===== src/design/hvrs_pkg.sv =====
// shared constants and types for the high-voltage release and status controller
package hvrs_pkg;

  // ---------------------------------------------------------------
  // clock and timing
  // ---------------------------------------------------------------
  localparam int unsigned CLK_HZ          = 20_000_000;
  localparam int unsigned FLASH_MS        = 200;
  localparam int unsigned PAUSE_MS        = 1000;
  localparam int unsigned FAST_HZ         = 10;
  localparam int unsigned SLOW_HZ         = 2;  // 2,5 Hz handled as 5 half-hz
  localparam int unsigned SLOW_HALF_HZ    = 5;
  localparam int unsigned RELEASE_TO_S    = 10;
  localparam int unsigned FLASH_CYC       = CLK_HZ / 1000 * FLASH_MS;
  localparam int unsigned PAUSE_CYC       = CLK_HZ / 1000 * PAUSE_MS;
  localparam int unsigned FAST_HALF_CYC   = CLK_HZ / (2 * FAST_HZ);
  localparam int unsigned SLOW_HALF_CYC   = CLK_HZ * 2 / (2 * SLOW_HALF_HZ);
  localparam int unsigned RELEASE_TO_CYC  = CLK_HZ * RELEASE_TO_S;

  // ---------------------------------------------------------------
  // register map
  // ---------------------------------------------------------------
  localparam logic [3:0] ADDR_CTRL    = 4'h0;
  localparam logic [3:0] ADDR_NET     = 4'h1;
  localparam logic [3:0] ADDR_EVENT   = 4'h2;
  localparam logic [3:0] ADDR_CLEAR   = 4'h3;
  localparam logic [3:0] ADDR_NODE    = 4'h4;
  localparam logic [3:0] ADDR_RATE    = 4'h5;
  localparam logic [3:0] ADDR_STATUS  = 4'h6;
  localparam logic [3:0] ADDR_EMCY    = 4'h7;

  localparam int unsigned CTRL_NETVAR  = 0;
  localparam int unsigned CTRL_HVSW    = 1;
  localparam int unsigned CTRL_INITDN  = 2;
  localparam int unsigned CTRL_RELEASE = 3;
  localparam int unsigned CTRL_NMTRST  = 4;

  localparam int unsigned EV_WARN     = 0;
  localparam int unsigned EV_FAULT    = 1;
  localparam int unsigned EV_SYSFAULT = 2;

  localparam int unsigned CLR_ALL_WARN = 0;

  localparam logic [6:0] NODE_RST     = 7'h63;
  localparam logic [3:0] RATE_RST     = 4'h4;
  localparam logic [7:0] EMCY_ERR_TAG = 8'h01;
  localparam logic [7:0] ERR_NOCLEAR  = 8'h0c;

  // ---------------------------------------------------------------
  // types
  // ---------------------------------------------------------------
  typedef enum logic [3:0] {
    NET_OFF   = 4'h0,
    NET_OPER  = 4'h1,
    NET_STOP  = 4'h2,
    NET_PREOP = 4'h3,
    NET_LSS   = 4'h4,
    NET_CANDIS= 4'h5,
    NET_ERRF  = 4'h6,
    NET_MON   = 4'h7,
    NET_SYNC  = 4'h8,
    NET_RESTART = 4'h9
  } hvrs_net_e;

  typedef enum logic [3:0] {
    HV_INIT    = 4'b0001,
    HV_STANDBY = 4'b0010,
    HV_ON      = 4'b0100,
    HV_FAULT   = 4'b1000
  } hvrs_hv_e;

  typedef struct packed {
    logic red;
    logic green;
  } hvrs_led_s;

  typedef struct packed {
    logic [7:0] tag;
    logic [7:0] code;
  } hvrs_emcy_s;

endpackage


===== src/design/hvrs_top.sv =====
// high-voltage release, fault handling, status leds and node configuration
//
// Added by the designer: strobed register access and the register offsets.
`timescale 1ns/100ps
module hvrs_top
  import hvrs_pkg::*;
#(
  parameter int unsigned RELEASE_CYC = RELEASE_TO_CYC,
  parameter int unsigned PAUSE_LEN   = PAUSE_CYC,
  parameter int unsigned FLASH_LEN   = FLASH_CYC
) (
  input  wire logic       clk,
  input  wire logic       arst_n,
  input  wire logic [3:0] addr,
  input  wire logic [7:0] wdata,
  input  wire logic       wrStb,
  input  wire logic       rdStb,
  output logic      [7:0] rdata,
  output logic            hvEnable,
  output logic            fixedOutput,
  output logic            faultOut,
  output hvrs_led_s       statusLed,
  output hvrs_led_s       netLed,
  output hvrs_emcy_s      emcy,
  output logic            emcyValid
);

  // ---------------------------------------------------------------
  // register state
  // ---------------------------------------------------------------
  logic [4:0] ctrl_r;
  hvrs_net_e  netState_r;
  logic       warn_r;
  logic       fault_r;
  logic       sysFault_r;
  logic       hardErr_r;
  logic [7:0] errNum_r;
  logic [6:0] nodePend_r;
  logic [6:0] nodeAct_r;
  logic [3:0] ratePend_r;
  logic [3:0] rateAct_r;
  logic       hvSwPrev_r;
  hvrs_hv_e   hv_r;
  logic [31:0] relCnt_r;

  function automatic logic rate_ok(input logic [3:0] idx);
    rate_ok = (idx <= 4'h8) && (idx != 4'h5);
  endfunction

  logic wrCtrl;
  logic wrEvent;
  logic wrClear;
  logic wrNode;
  logic wrRate;
  logic netVariant;
  logic nmtReset;
  logic releaseEv;
  logic hvOffOn;
  logic clrReq;
  logic clrHard;
  assign wrCtrl     = wrStb && addr == ADDR_CTRL;
  assign wrEvent    = wrStb && addr == ADDR_EVENT;
  assign wrClear    = wrStb && addr == ADDR_CLEAR;
  assign wrNode     = wrStb && addr == ADDR_NODE;
  assign wrRate     = wrStb && addr == ADDR_RATE;
  assign netVariant = ctrl_r[CTRL_NETVAR];
  assign nmtReset   = wrCtrl && wdata[CTRL_NMTRST];
  assign releaseEv  = wrCtrl && wdata[CTRL_RELEASE];
  assign hvOffOn    = !netVariant && ctrl_r[CTRL_HVSW] && !hvSwPrev_r;
  assign clrReq     = wrClear && netVariant;
  assign clrHard    = clrReq && wdata != 8'h00 && hardErr_r && wdata == errNum_r;

  // ---------------------------------------------------------------
  // control and configuration
  // ---------------------------------------------------------------
  always_ff @(posedge clk or negedge arst_n) begin
    if (!arst_n) begin
      ctrl_r     <= 5'h00;
      hvSwPrev_r <= 1'b0;
      netState_r <= NET_OFF;
    end else begin
      hvSwPrev_r <= ctrl_r[CTRL_HVSW];
      if (wrCtrl) begin
        ctrl_r <= {1'b0, 1'b0, wdata[CTRL_INITDN:0]};
      end
      if (wrStb && addr == ADDR_NET) begin
        netState_r <= hvrs_net_e'(wdata[3:0]);
      end
    end
  end

  // pending values apply only on restart / activation
  always_ff @(posedge clk or negedge arst_n) begin
    if (!arst_n) begin
      nodePend_r <= NODE_RST;
      nodeAct_r  <= NODE_RST;
      ratePend_r <= RATE_RST;
      rateAct_r  <= RATE_RST;
    end else begin
      if (wrNode && wdata[6:0] != 7'h00) begin
        nodePend_r <= wdata[6:0];
      end
      if (nmtReset) begin
        nodeAct_r <= nodePend_r;
      end
      if (wrRate && !wdata[7] && rate_ok(wdata[3:0])) begin
        ratePend_r <= wdata[3:0];
      end
      if (wrRate && wdata[7]) begin
        rateAct_r <= ratePend_r;
      end
    end
  end

  // ---------------------------------------------------------------
  // warnings and faults, volatile only
  // ---------------------------------------------------------------
  always_ff @(posedge clk or negedge arst_n) begin
    if (!arst_n) begin
      warn_r     <= 1'b0;
      fault_r    <= 1'b0;
      sysFault_r <= 1'b0;
      hardErr_r  <= 1'b0;
      errNum_r   <= 8'h00;
    end else begin
      // event set wins over any clear in the same cycle
      if (wrEvent && wdata[EV_WARN] || clrHard) begin
        warn_r <= 1'b1;
      end else if (hvOffOn || (clrReq && wdata == 8'h00)) begin
        warn_r <= 1'b0;
      end
      if (wrEvent && wdata[EV_FAULT]) begin
        fault_r <= 1'b1;
      end else if (hvOffOn || (clrReq && !hardErr_r && wdata == errNum_r)) begin
        fault_r <= 1'b0;
      end
      if (wrEvent && wdata[EV_SYSFAULT]) begin
        sysFault_r <= 1'b1;
        hardErr_r  <= 1'b1;
        errNum_r   <= wdata[7:3] == 5'h00 ? 8'h01 : {3'h0, wdata[7:3]};
      end else if (nmtReset) begin
        sysFault_r <= 1'b0;
        hardErr_r  <= 1'b0;
      end else if (wrEvent && wdata[EV_FAULT]) begin
        errNum_r <= {3'h0, wdata[7:3]};
      end
    end
  end

  // ---------------------------------------------------------------
  // high-voltage state machine
  // ---------------------------------------------------------------
  logic anyFault;
  logic relExpired;
  assign anyFault   = fault_r || sysFault_r;
  assign relExpired = relCnt_r >= RELEASE_CYC - 1;

  always_ff @(posedge clk or negedge arst_n) begin
    if (!arst_n) begin
      hv_r     <= HV_INIT;
      relCnt_r <= 32'h0;
    end else begin
      unique case (hv_r)
        HV_INIT: begin
          if (ctrl_r[CTRL_INITDN]) begin
            hv_r <= HV_STANDBY;
          end
        end
        HV_STANDBY: begin
          relCnt_r <= 32'h0;
          if (anyFault) begin
            hv_r <= HV_FAULT;
          end else if (!netVariant && ctrl_r[CTRL_HVSW]) begin
            hv_r <= HV_ON;
          end else if (netVariant && releaseEv) begin
            hv_r <= HV_ON;
          end
        end
        HV_ON: begin
          relCnt_r <= (releaseEv || !netVariant || relExpired) ? 32'h0
                                                              : relCnt_r + 32'h1;
          if (anyFault) begin
            hv_r <= HV_FAULT;
          end else if (netVariant && relExpired && !releaseEv) begin
            hv_r <= HV_STANDBY;
          end else if (!netVariant && !ctrl_r[CTRL_HVSW]) begin
            hv_r <= HV_STANDBY;
          end
        end
        HV_FAULT: begin
          if (!anyFault) begin
            hv_r <= HV_STANDBY;
          end
        end
      endcase
    end
  end

  // ---------------------------------------------------------------
  // flash pattern generator
  // ---------------------------------------------------------------
  // one sequencer per flash count: n 200 ms flashes, then a 1 s pause
  logic [2:0]  patOn;
  logic [31:0] fastCnt_r;
  logic        fastTog_r;
  logic [31:0] slowCnt_r;
  logic        slowTog_r;
  logic [3:0]  varyStep_r;

  always_ff @(posedge clk or negedge arst_n) begin
    if (!arst_n) begin
      fastCnt_r  <= 32'h0;
      fastTog_r  <= 1'b0;
      slowCnt_r  <= 32'h0;
      slowTog_r  <= 1'b0;
      varyStep_r <= 4'h0;
    end else begin
      if (fastCnt_r >= FAST_HALF_CYC - 1) begin
        fastCnt_r  <= 32'h0;
        fastTog_r  <= !fastTog_r;
        varyStep_r <= varyStep_r + 4'h1;
      end else begin
        fastCnt_r <= fastCnt_r + 32'h1;
      end
      if (slowCnt_r >= SLOW_HALF_CYC - 1) begin
        slowCnt_r <= 32'h0;
        slowTog_r <= !slowTog_r;
      end else begin
        slowCnt_r <= slowCnt_r + 32'h1;
      end
    end
  end

  // even phases light, odd phases dark, last odd phase is the pause
  for (genvar g = 0; g < 3; g++) begin : g_flash
    localparam logic [2:0] PAUSE_PH = 3'(2 * g + 1);
    logic [31:0] cnt_r;
    logic [2:0]  ph_r;
    always_ff @(posedge clk or negedge arst_n) begin
      if (!arst_n) begin
        cnt_r <= 32'h0;
        ph_r  <= 3'h0;
      end else if (cnt_r >= ((ph_r == PAUSE_PH) ? PAUSE_LEN : FLASH_LEN) - 1) begin
        cnt_r <= 32'h0;
        ph_r  <= (ph_r == PAUSE_PH) ? 3'h0 : ph_r + 3'h1;
      end else begin
        cnt_r <= cnt_r + 32'h1;
      end
    end
    assign patOn[g] = !ph_r[0];
  end

  // ---------------------------------------------------------------
  // outputs
  // ---------------------------------------------------------------
  logic varyTog;
  assign varyTog = varyStep_r[3] ^ (varyStep_r[1] & fastTog_r) ^ slowTog_r;

  always_ff @(posedge clk or negedge arst_n) begin
    if (!arst_n) begin
      hvEnable    <= 1'b0;
      fixedOutput <= 1'b0;
      faultOut    <= 1'b0;
      statusLed   <= '{red: 1'b0, green: 1'b0};
      netLed      <= '{red: 1'b0, green: 1'b0};
    end else begin
      hvEnable    <= hv_r == HV_ON && !anyFault;
      fixedOutput <= hv_r == HV_ON && warn_r;
      faultOut    <= hv_r == HV_ON && !anyFault;
      priority case (1'b1)
        hv_r == HV_INIT:  statusLed <= '{red: 1'b1, green: 1'b0};
        sysFault_r:       statusLed <= '{red: patOn[0], green: 1'b0};
        fault_r:          statusLed <= '{red: fastTog_r, green: 1'b0};
        hv_r == HV_ON:    statusLed <= '{red: 1'b0, green: warn_r ? fastTog_r : 1'b1};
        warn_r:           statusLed <= '{red: 1'b0, green: patOn[1]};
        default:          statusLed <= '{red: 1'b0, green: patOn[0]};
      endcase
      unique case (netState_r)
        NET_OFF:     netLed <= '{red: 1'b0, green: 1'b0};
        NET_OPER:    netLed <= '{red: 1'b0, green: 1'b1};
        NET_STOP:    netLed <= '{red: 1'b0, green: patOn[0]};
        NET_PREOP:   netLed <= '{red: 1'b0, green: slowTog_r};
        NET_LSS:     netLed <= '{red: fastTog_r, green: !fastTog_r};
        NET_CANDIS:  netLed <= '{red: 1'b1, green: 1'b0};
        NET_ERRF:    netLed <= '{red: patOn[0], green: 1'b0};
        NET_MON:     netLed <= '{red: patOn[1], green: 1'b0};
        NET_SYNC:    netLed <= '{red: patOn[2], green: 1'b0};
        NET_RESTART: netLed <= '{red: varyTog, green: !varyTog};
        default:     netLed <= '{red: 1'b0, green: 1'b0};
      endcase
    end
  end

  // emergency record and register read port
  always_ff @(posedge clk or negedge arst_n) begin
    if (!arst_n) begin
      emcy      <= '{tag: 8'h00, code: 8'h00};
      emcyValid <= 1'b0;
      rdata     <= 8'h00;
    end else begin
      emcyValid <= netVariant && (wrEvent && (wdata[EV_FAULT] || wdata[EV_SYSFAULT]));
      if (netVariant && wrEvent && (wdata[EV_FAULT] || wdata[EV_SYSFAULT])) begin
        emcy <= '{tag: EMCY_ERR_TAG, code: {3'h0, wdata[7:3]}};
      end else if (clrHard) begin
        emcy <= '{tag: EMCY_ERR_TAG, code: ERR_NOCLEAR};
      end
      rdata <= 8'h00;
      if (rdStb) begin
        unique case (addr)
          ADDR_CTRL:   rdata <= {3'h0, ctrl_r};
          ADDR_NET:    rdata <= {4'h0, netState_r};
          ADDR_EVENT:  rdata <= {5'h0, sysFault_r, fault_r, warn_r};
          ADDR_NODE:   rdata <= {1'b0, nodeAct_r};
          ADDR_RATE:   rdata <= {4'h0, rateAct_r};
          ADDR_STATUS: rdata <= {4'h0, hv_r};
          ADDR_EMCY:   rdata <= errNum_r;
          default:     rdata <= 8'h00;
        endcase
      end
    end
  end

  // ---------------------------------------------------------------
  // checks
  // ---------------------------------------------------------------
  chk_fault_drops_hv: assert property (@(posedge clk) disable iff (!arst_n)
    anyFault |=> !hvEnable && !faultOut) else $error("hv stayed on during fault");
  chk_release_timeout: assert property (@(posedge clk) disable iff (!arst_n)
    relCnt_r < RELEASE_CYC) else $error("release counter overran timeout");
  chk_standby_start: assert property (@(posedge clk) disable iff (!arst_n)
    (hv_r == HV_STANDBY && netVariant && !releaseEv) |=> hv_r != HV_ON)
    else $error("hv on without release");
  chk_rate_activate: assert property (@(posedge clk) disable iff (!arst_n)
    !(wrRate && wdata[7]) |=> $stable(rateAct_r)) else $error("rate changed without activation");
  chk_rate_legal: assert property (@(posedge clk) disable iff (!arst_n)
    rate_ok(ratePend_r)) else $error("illegal rate index held");
  chk_node_restart: assert property (@(posedge clk) disable iff (!arst_n)
    !nmtReset |=> $stable(nodeAct_r)) else $error("node id changed without restart");
  chk_hard_clear: assert property (@(posedge clk) disable iff (!arst_n)
    clrHard |=> warn_r && hardErr_r) else $error("hard error cleared by bus");
  chk_warn_fixed: assert property (@(posedge clk) disable iff (!arst_n)
    (hv_r == HV_ON && warn_r && !anyFault) |=> fixedOutput && hvEnable)
    else $error("warning did not keep hv in fixed mode");
  chk_lss_alternate: assert property (@(posedge clk) disable iff (!arst_n)
    (netState_r == NET_LSS) |=> netLed.red != netLed.green) else $error("lss led not alternating");
  chk_plain_immediate: assert property (@(posedge clk) disable iff (!arst_n)
    (hv_r == HV_STANDBY && !netVariant && ctrl_r[CTRL_HVSW] && !anyFault) |=> hv_r == HV_ON)
    else $error("plain variant did not enable hv");

endmodule


===== config.mk =====
export PLATFORM = sky130hd
export DESIGN_NAME = hvrs_top
export DESIGN_NICKNAME = d
export VERILOG_FILES = /design/src/design/hvrs_pkg.sv /design/src/design/hvrs_top.sv
export SDC_FILE = /design/constraint.sdc
export NUM_CORES = 1
export LEC_CHECK = 0
export ABC_AREA = 1
export BUFFER_PORTS_ARGS = -buffer_cell sky130_fd_sc_hd__buf_2
export CAP_MARGIN = 20
export CORE_MARGIN = 2
export CORE_UTILIZATION = 60
export CTS_BUF_LIST = sky130_fd_sc_hd__clkbuf_8
export DETAILED_ROUTE_END_ITERATION = 10
export PLACE_DENSITY = 0.74
export REMOVE_ABC_BUFFERS = 1
export SLEW_MARGIN = 20
export SYNTH_ARGS = -nofsm -noshare
export SYNTH_HDL_FRONTEND = slang
export SYNTH_SLANG_ARGS = --single-unit

===== constraint.sdc =====
create_clock -name clk -period 3.5 [get_ports clk]
set_clock_uncertainty 0.2 [all_clocks]
set_input_delay 0.525 -clock clk [delete_from_list [all_inputs] [get_ports clk]]
set_output_delay 0.525 -clock clk [all_outputs]
set_load 0.05 [all_outputs]

==> flow_summary.yaml <==
place:
  io_buffer_count: 36
  pre_cts_slack_ns: 0.587
  finalWeightedCongestion: 0.920
  hpwl_after_dpl_mm: 20.1
worst_setup_path:
  critical_path.most_common_cell: "nand2_1"
  crit_chain: "inv_1, nor3_1, inv_1, ha_1, nand3b_1, nor3_1, nand2_1, nand3_1, nand2_1, nand2_2, nand2_1, nand2_1"
  cpPeakStageDelay_ns: 0.45
  timing.critical_path.required_ns: 3.78
  cp_num_buf_inv: 2
  worst_setup_path_start_kind: "flip-flop"
  timing.setup.critical_path_class: "reg -> reg"
  crit_fanout: 22
  worst_path_max_delay_cell: "dfrtp_1"
  path_delay_family: "simple AND/OR/NAND/NOR gates"
  timing.critical_path.arrival_ns: 3.21
  setup.worst_path.end_class: "flip-flop"
grt:
  grt_pass1_vias: 10600
  antenna_found_initial: 0
  pin_count_of_the_biggest_net_entering_global_routing: 85
  grt_first_pass_wirelength_mm: 48.8
  grt_util_all_layers: 0.242
  grt_total_ovfl: 0
cells_and_area:
  seq_area_mm2: 0.00675
  share_of_cells_above_drive_strength_1: 0.111
  finish.net_count: 1830
  multi_input_area_mm2: 0.00645
  nFillCells: 1914
  antenna_cells: 0
  flow.area_growth_from_synthesis_pct: 11.2
sta:
  timing.final.crit_share: 0.838
  drv_slew: 0
  final.setup.tns_ns: 0
  timing.final.hold_violations: 0
  worst_pin_slew_ns: 0.769
  worst_slew_margin_rel: 0.479
  unrepaired_setup_endpoints_after_global_routing: "false"
  timing.final.setup_violations: 0
  finalCriticalPeriod_ns: 2.93
  achievable-frequency_mhz: 341
  final_critical_path_setup_slack_ns: 0.565
status:
  status: "completed"
flow_run:
  cap_viol_max_count: 0
clock_network:
  htree_levels: 2
  clockBufferDepth: 3
  cts.sinks: 269
  worstSkewPairLatency_ns: 0.56
  tritoncts: "done"
  root_buffer: "clkbuf_8"
  clkSlewWorstSetupHoldPaths_ns: 0.06
  tritoncts.num_buffers: 45
  post_cts_resize_count: 0
power:
  vdd_ir_drop_max_uv: 376
  leakage_nw: 7.11
  power_density_of_the_placed_cells_mw_per_mm2: 477
yosys:
  async_flop_share: 1.00
  mappedNetlistArea_mm2: 0.0140
  synth_top_area_share: 0.461
  synthDominantAreaCellType: "dfrtp_1"
  synth_edf_count: 0
  synth_most_common_cell: "nand2_1"
  synth_top_flop_cell: "dfrtp_1"
  syn-instance-count: 1687
  synth_cell_type_count: 57
  post_synth_most_frequent_cells: "nand2_1 (341), nor2_1 (295), dfrtp_1 (258)"
  synth.top_cells.by_area: "dfrtp_1 (46%), nand2_1 (9.1%), nor2_1 (7.9%)"
  synth-seq-area-share: 0.482
  syn_avg_cell_area_um2: 8.30
  ys_warn_count: 0
  post_synthesis_register_bit_count: 269
die:
  std_cell_rows: 55
  coreArea_mm2: 0.0228
  floorplan.die_area_mm2: 0.0246
  floorplan.initialDensity: 0.615
  pin_count: 48
  die-height_um: 157
  horizontal_die_dimension_um: 157
drt:
  drt_iter0_markers: 669
  remaining_drc_errors: 0
  drtAntennaViolNets: 0
  detailedRoute.firstPassIterationCount: 5
  route.vias.total: 11000
  avgViaCountPerCell: 5.12
  route.final.wire_length_mm: 28.3
  routed_wire_length_per_instance_um: 13.2
hold_path:
  worst_hold_path_type: "in -> reg"
[sequential cells by signal, indices dropped and copies added, names as in the netlist, 3 cells and up]
name,count
g_flash.cnt_r,96
fastCnt_r,32
relCnt_r,32
slowCnt_r,32
g_flash.ph_r,9
nodeAct_r,7
nodePend_r,7
rdata,7
emcy,6
errNum_r,5
hv_r,4
netState_r,4
rateAct_r,4
ratePend_r,4
varyStep_r,4
ctrl_r,3
[stage by stage]
step	hold WS, ns	util	power, mW	area, µm²	instances
6_report	0.0278	0.684	7.43	15600	2137
5_1_grt	0.0102	0.684	7.81	15600	2137
4_1_cts	0.00371	0.684	7.51	15600	2137
3_5_place_dp	0.191	0.641	4.53	14600	2056
3_3_place_gp	0.180	0.641	4.49	14600	2056
2_1_floorplan	0.0294	-	4.20	13900	1700
[what timing repair did]
action                                  4_1_cts  5_1_grt
endpoints found under the setup margin        0        0
hold buffers                                  1        0
hold endpoints to repair                     68        0
buffers inserted                              0        0
[routing by layer]
layer	wire length (µm)	vias up	global-route usage
met1	13400	5117	0.342
met3	1350	55	0.0407
li1	-	5540	-
met5	0	-	0
met2	12900	239	0.383
met4	612	0	0.0747
[worst reg2reg max path, cell delays in order, from the launching register on]
cell	delay, ns
dfrtp_1	0.45
inv_1	0.11
nor3_1	0.34
inv_1	0.15
ha_1	0.33
nand3b_1	0.11
nor3_1	0.16
nand2_1	0.07
nand3_1	0.07
nand2_1	0.24
nand2_2	0.45
nand2_1	0.10
nand2_1	0.08
[cells by family (layout without fill, tap and decap cells)]
| logic type | count (synthesis) | count (layout) | synth area share |
|---|---|---|---|
| flops | 269 | 269 | 0.482 |
| simple gates | 925 | 925 | 0.296 |
| fa+ha+maj | 23 | 23 | 0.0206 |
| xor+xnor | 103 | 103 | 0.0644 |
| mux | 4 | 4 | 0.00322 |
| compound gates | 130 | 130 | 0.0631 |
| buf+inv | 232 | 319 | 0.0708 |
| other cells | 1 | 51 | 0.000268 |
[path summary, 6_finish.rpt]
check	from	endpoint	slack [ns]	cells after the start
max in group asynchronous	arst_n	nodePend_r[5]$_DFFE_PN1P_	1.93	3
setup reg to reg	g_flash[0].ph_r[0]$_DFFE_PN0N_	g_flash[0].ph_r[2]$_DFFE_PN0N_	0.57	12
setup / recovery	g_flash[0].ph_r[0]$_DFFE_PN0N_	g_flash[0].ph_r[2]$_DFFE_PN0N_	0.57	12
min in group asynchronous	arst_n	fastCnt_r[14]$_DFF_PN0_	0.33	2
hold / removal	wdata[6]	nodePend_r[6]$_DFFE_PN1P_	0.03	3
hold reg to reg	ctrl_r[1]$_DFFE_PN0P_	hvSwPrev_r$_DFF_PN0_	0.20	0
[cells in the final DEF (no fill, tap or decap), types with 5 or more instances in the layout]
| cell type | n |
|---|---|
| xor2_1 | 80 |
| o21ai_0 | 51 |
| clkbuf_8 | 56 |
| nand3_1 | 119 |
| nor3_2 | 6 |
| a21oi_1 | 27 |
| dfrtp_1 | 258 |
| nor2_2 | 18 |
| buf_2 | 35 |
| xnor2_1 | 23 |
| or2_2 | 5 |
| nor2_1 | 295 |
| o211ai_1 | 5 |
| a31oi_1 | 5 |
| ha_1 | 23 |
| dfstp_2 | 11 |
| conb_1 | 51 |
| nand2_1 | 341 |
| clkinvlp_4 | 5 |
| nand4_1 | 32 |
| nor2_4 | 7 |
| nand2_2 | 11 |
| inv_1 | 203 |
| o21bai_1 | 10 |
| nor3b_1 | 7 |
| nor4_1 | 6 |
| buf_4 | 5 |
| o21bai_4 | 8 |
| nor3_1 | 55 |
[where the power goes]
group / switching, mW / internal, mW
registers: 0.145 / 3.33
clock network: 1.27 / 1.68
logic: 0.725 / 0.282
total: 2.14 / 5.29
[layout make-up]
cell class,instances,area share
well taps,313,0.0251
flip-flops and latches,269,0.433
repair buffers,44,0.0178
clock buffers,56,0.0495
clock inverters,24,0.0131
inverters,195,0.0470
multi-input cells,1236,0.414
(Power assumes the default switching activity.)
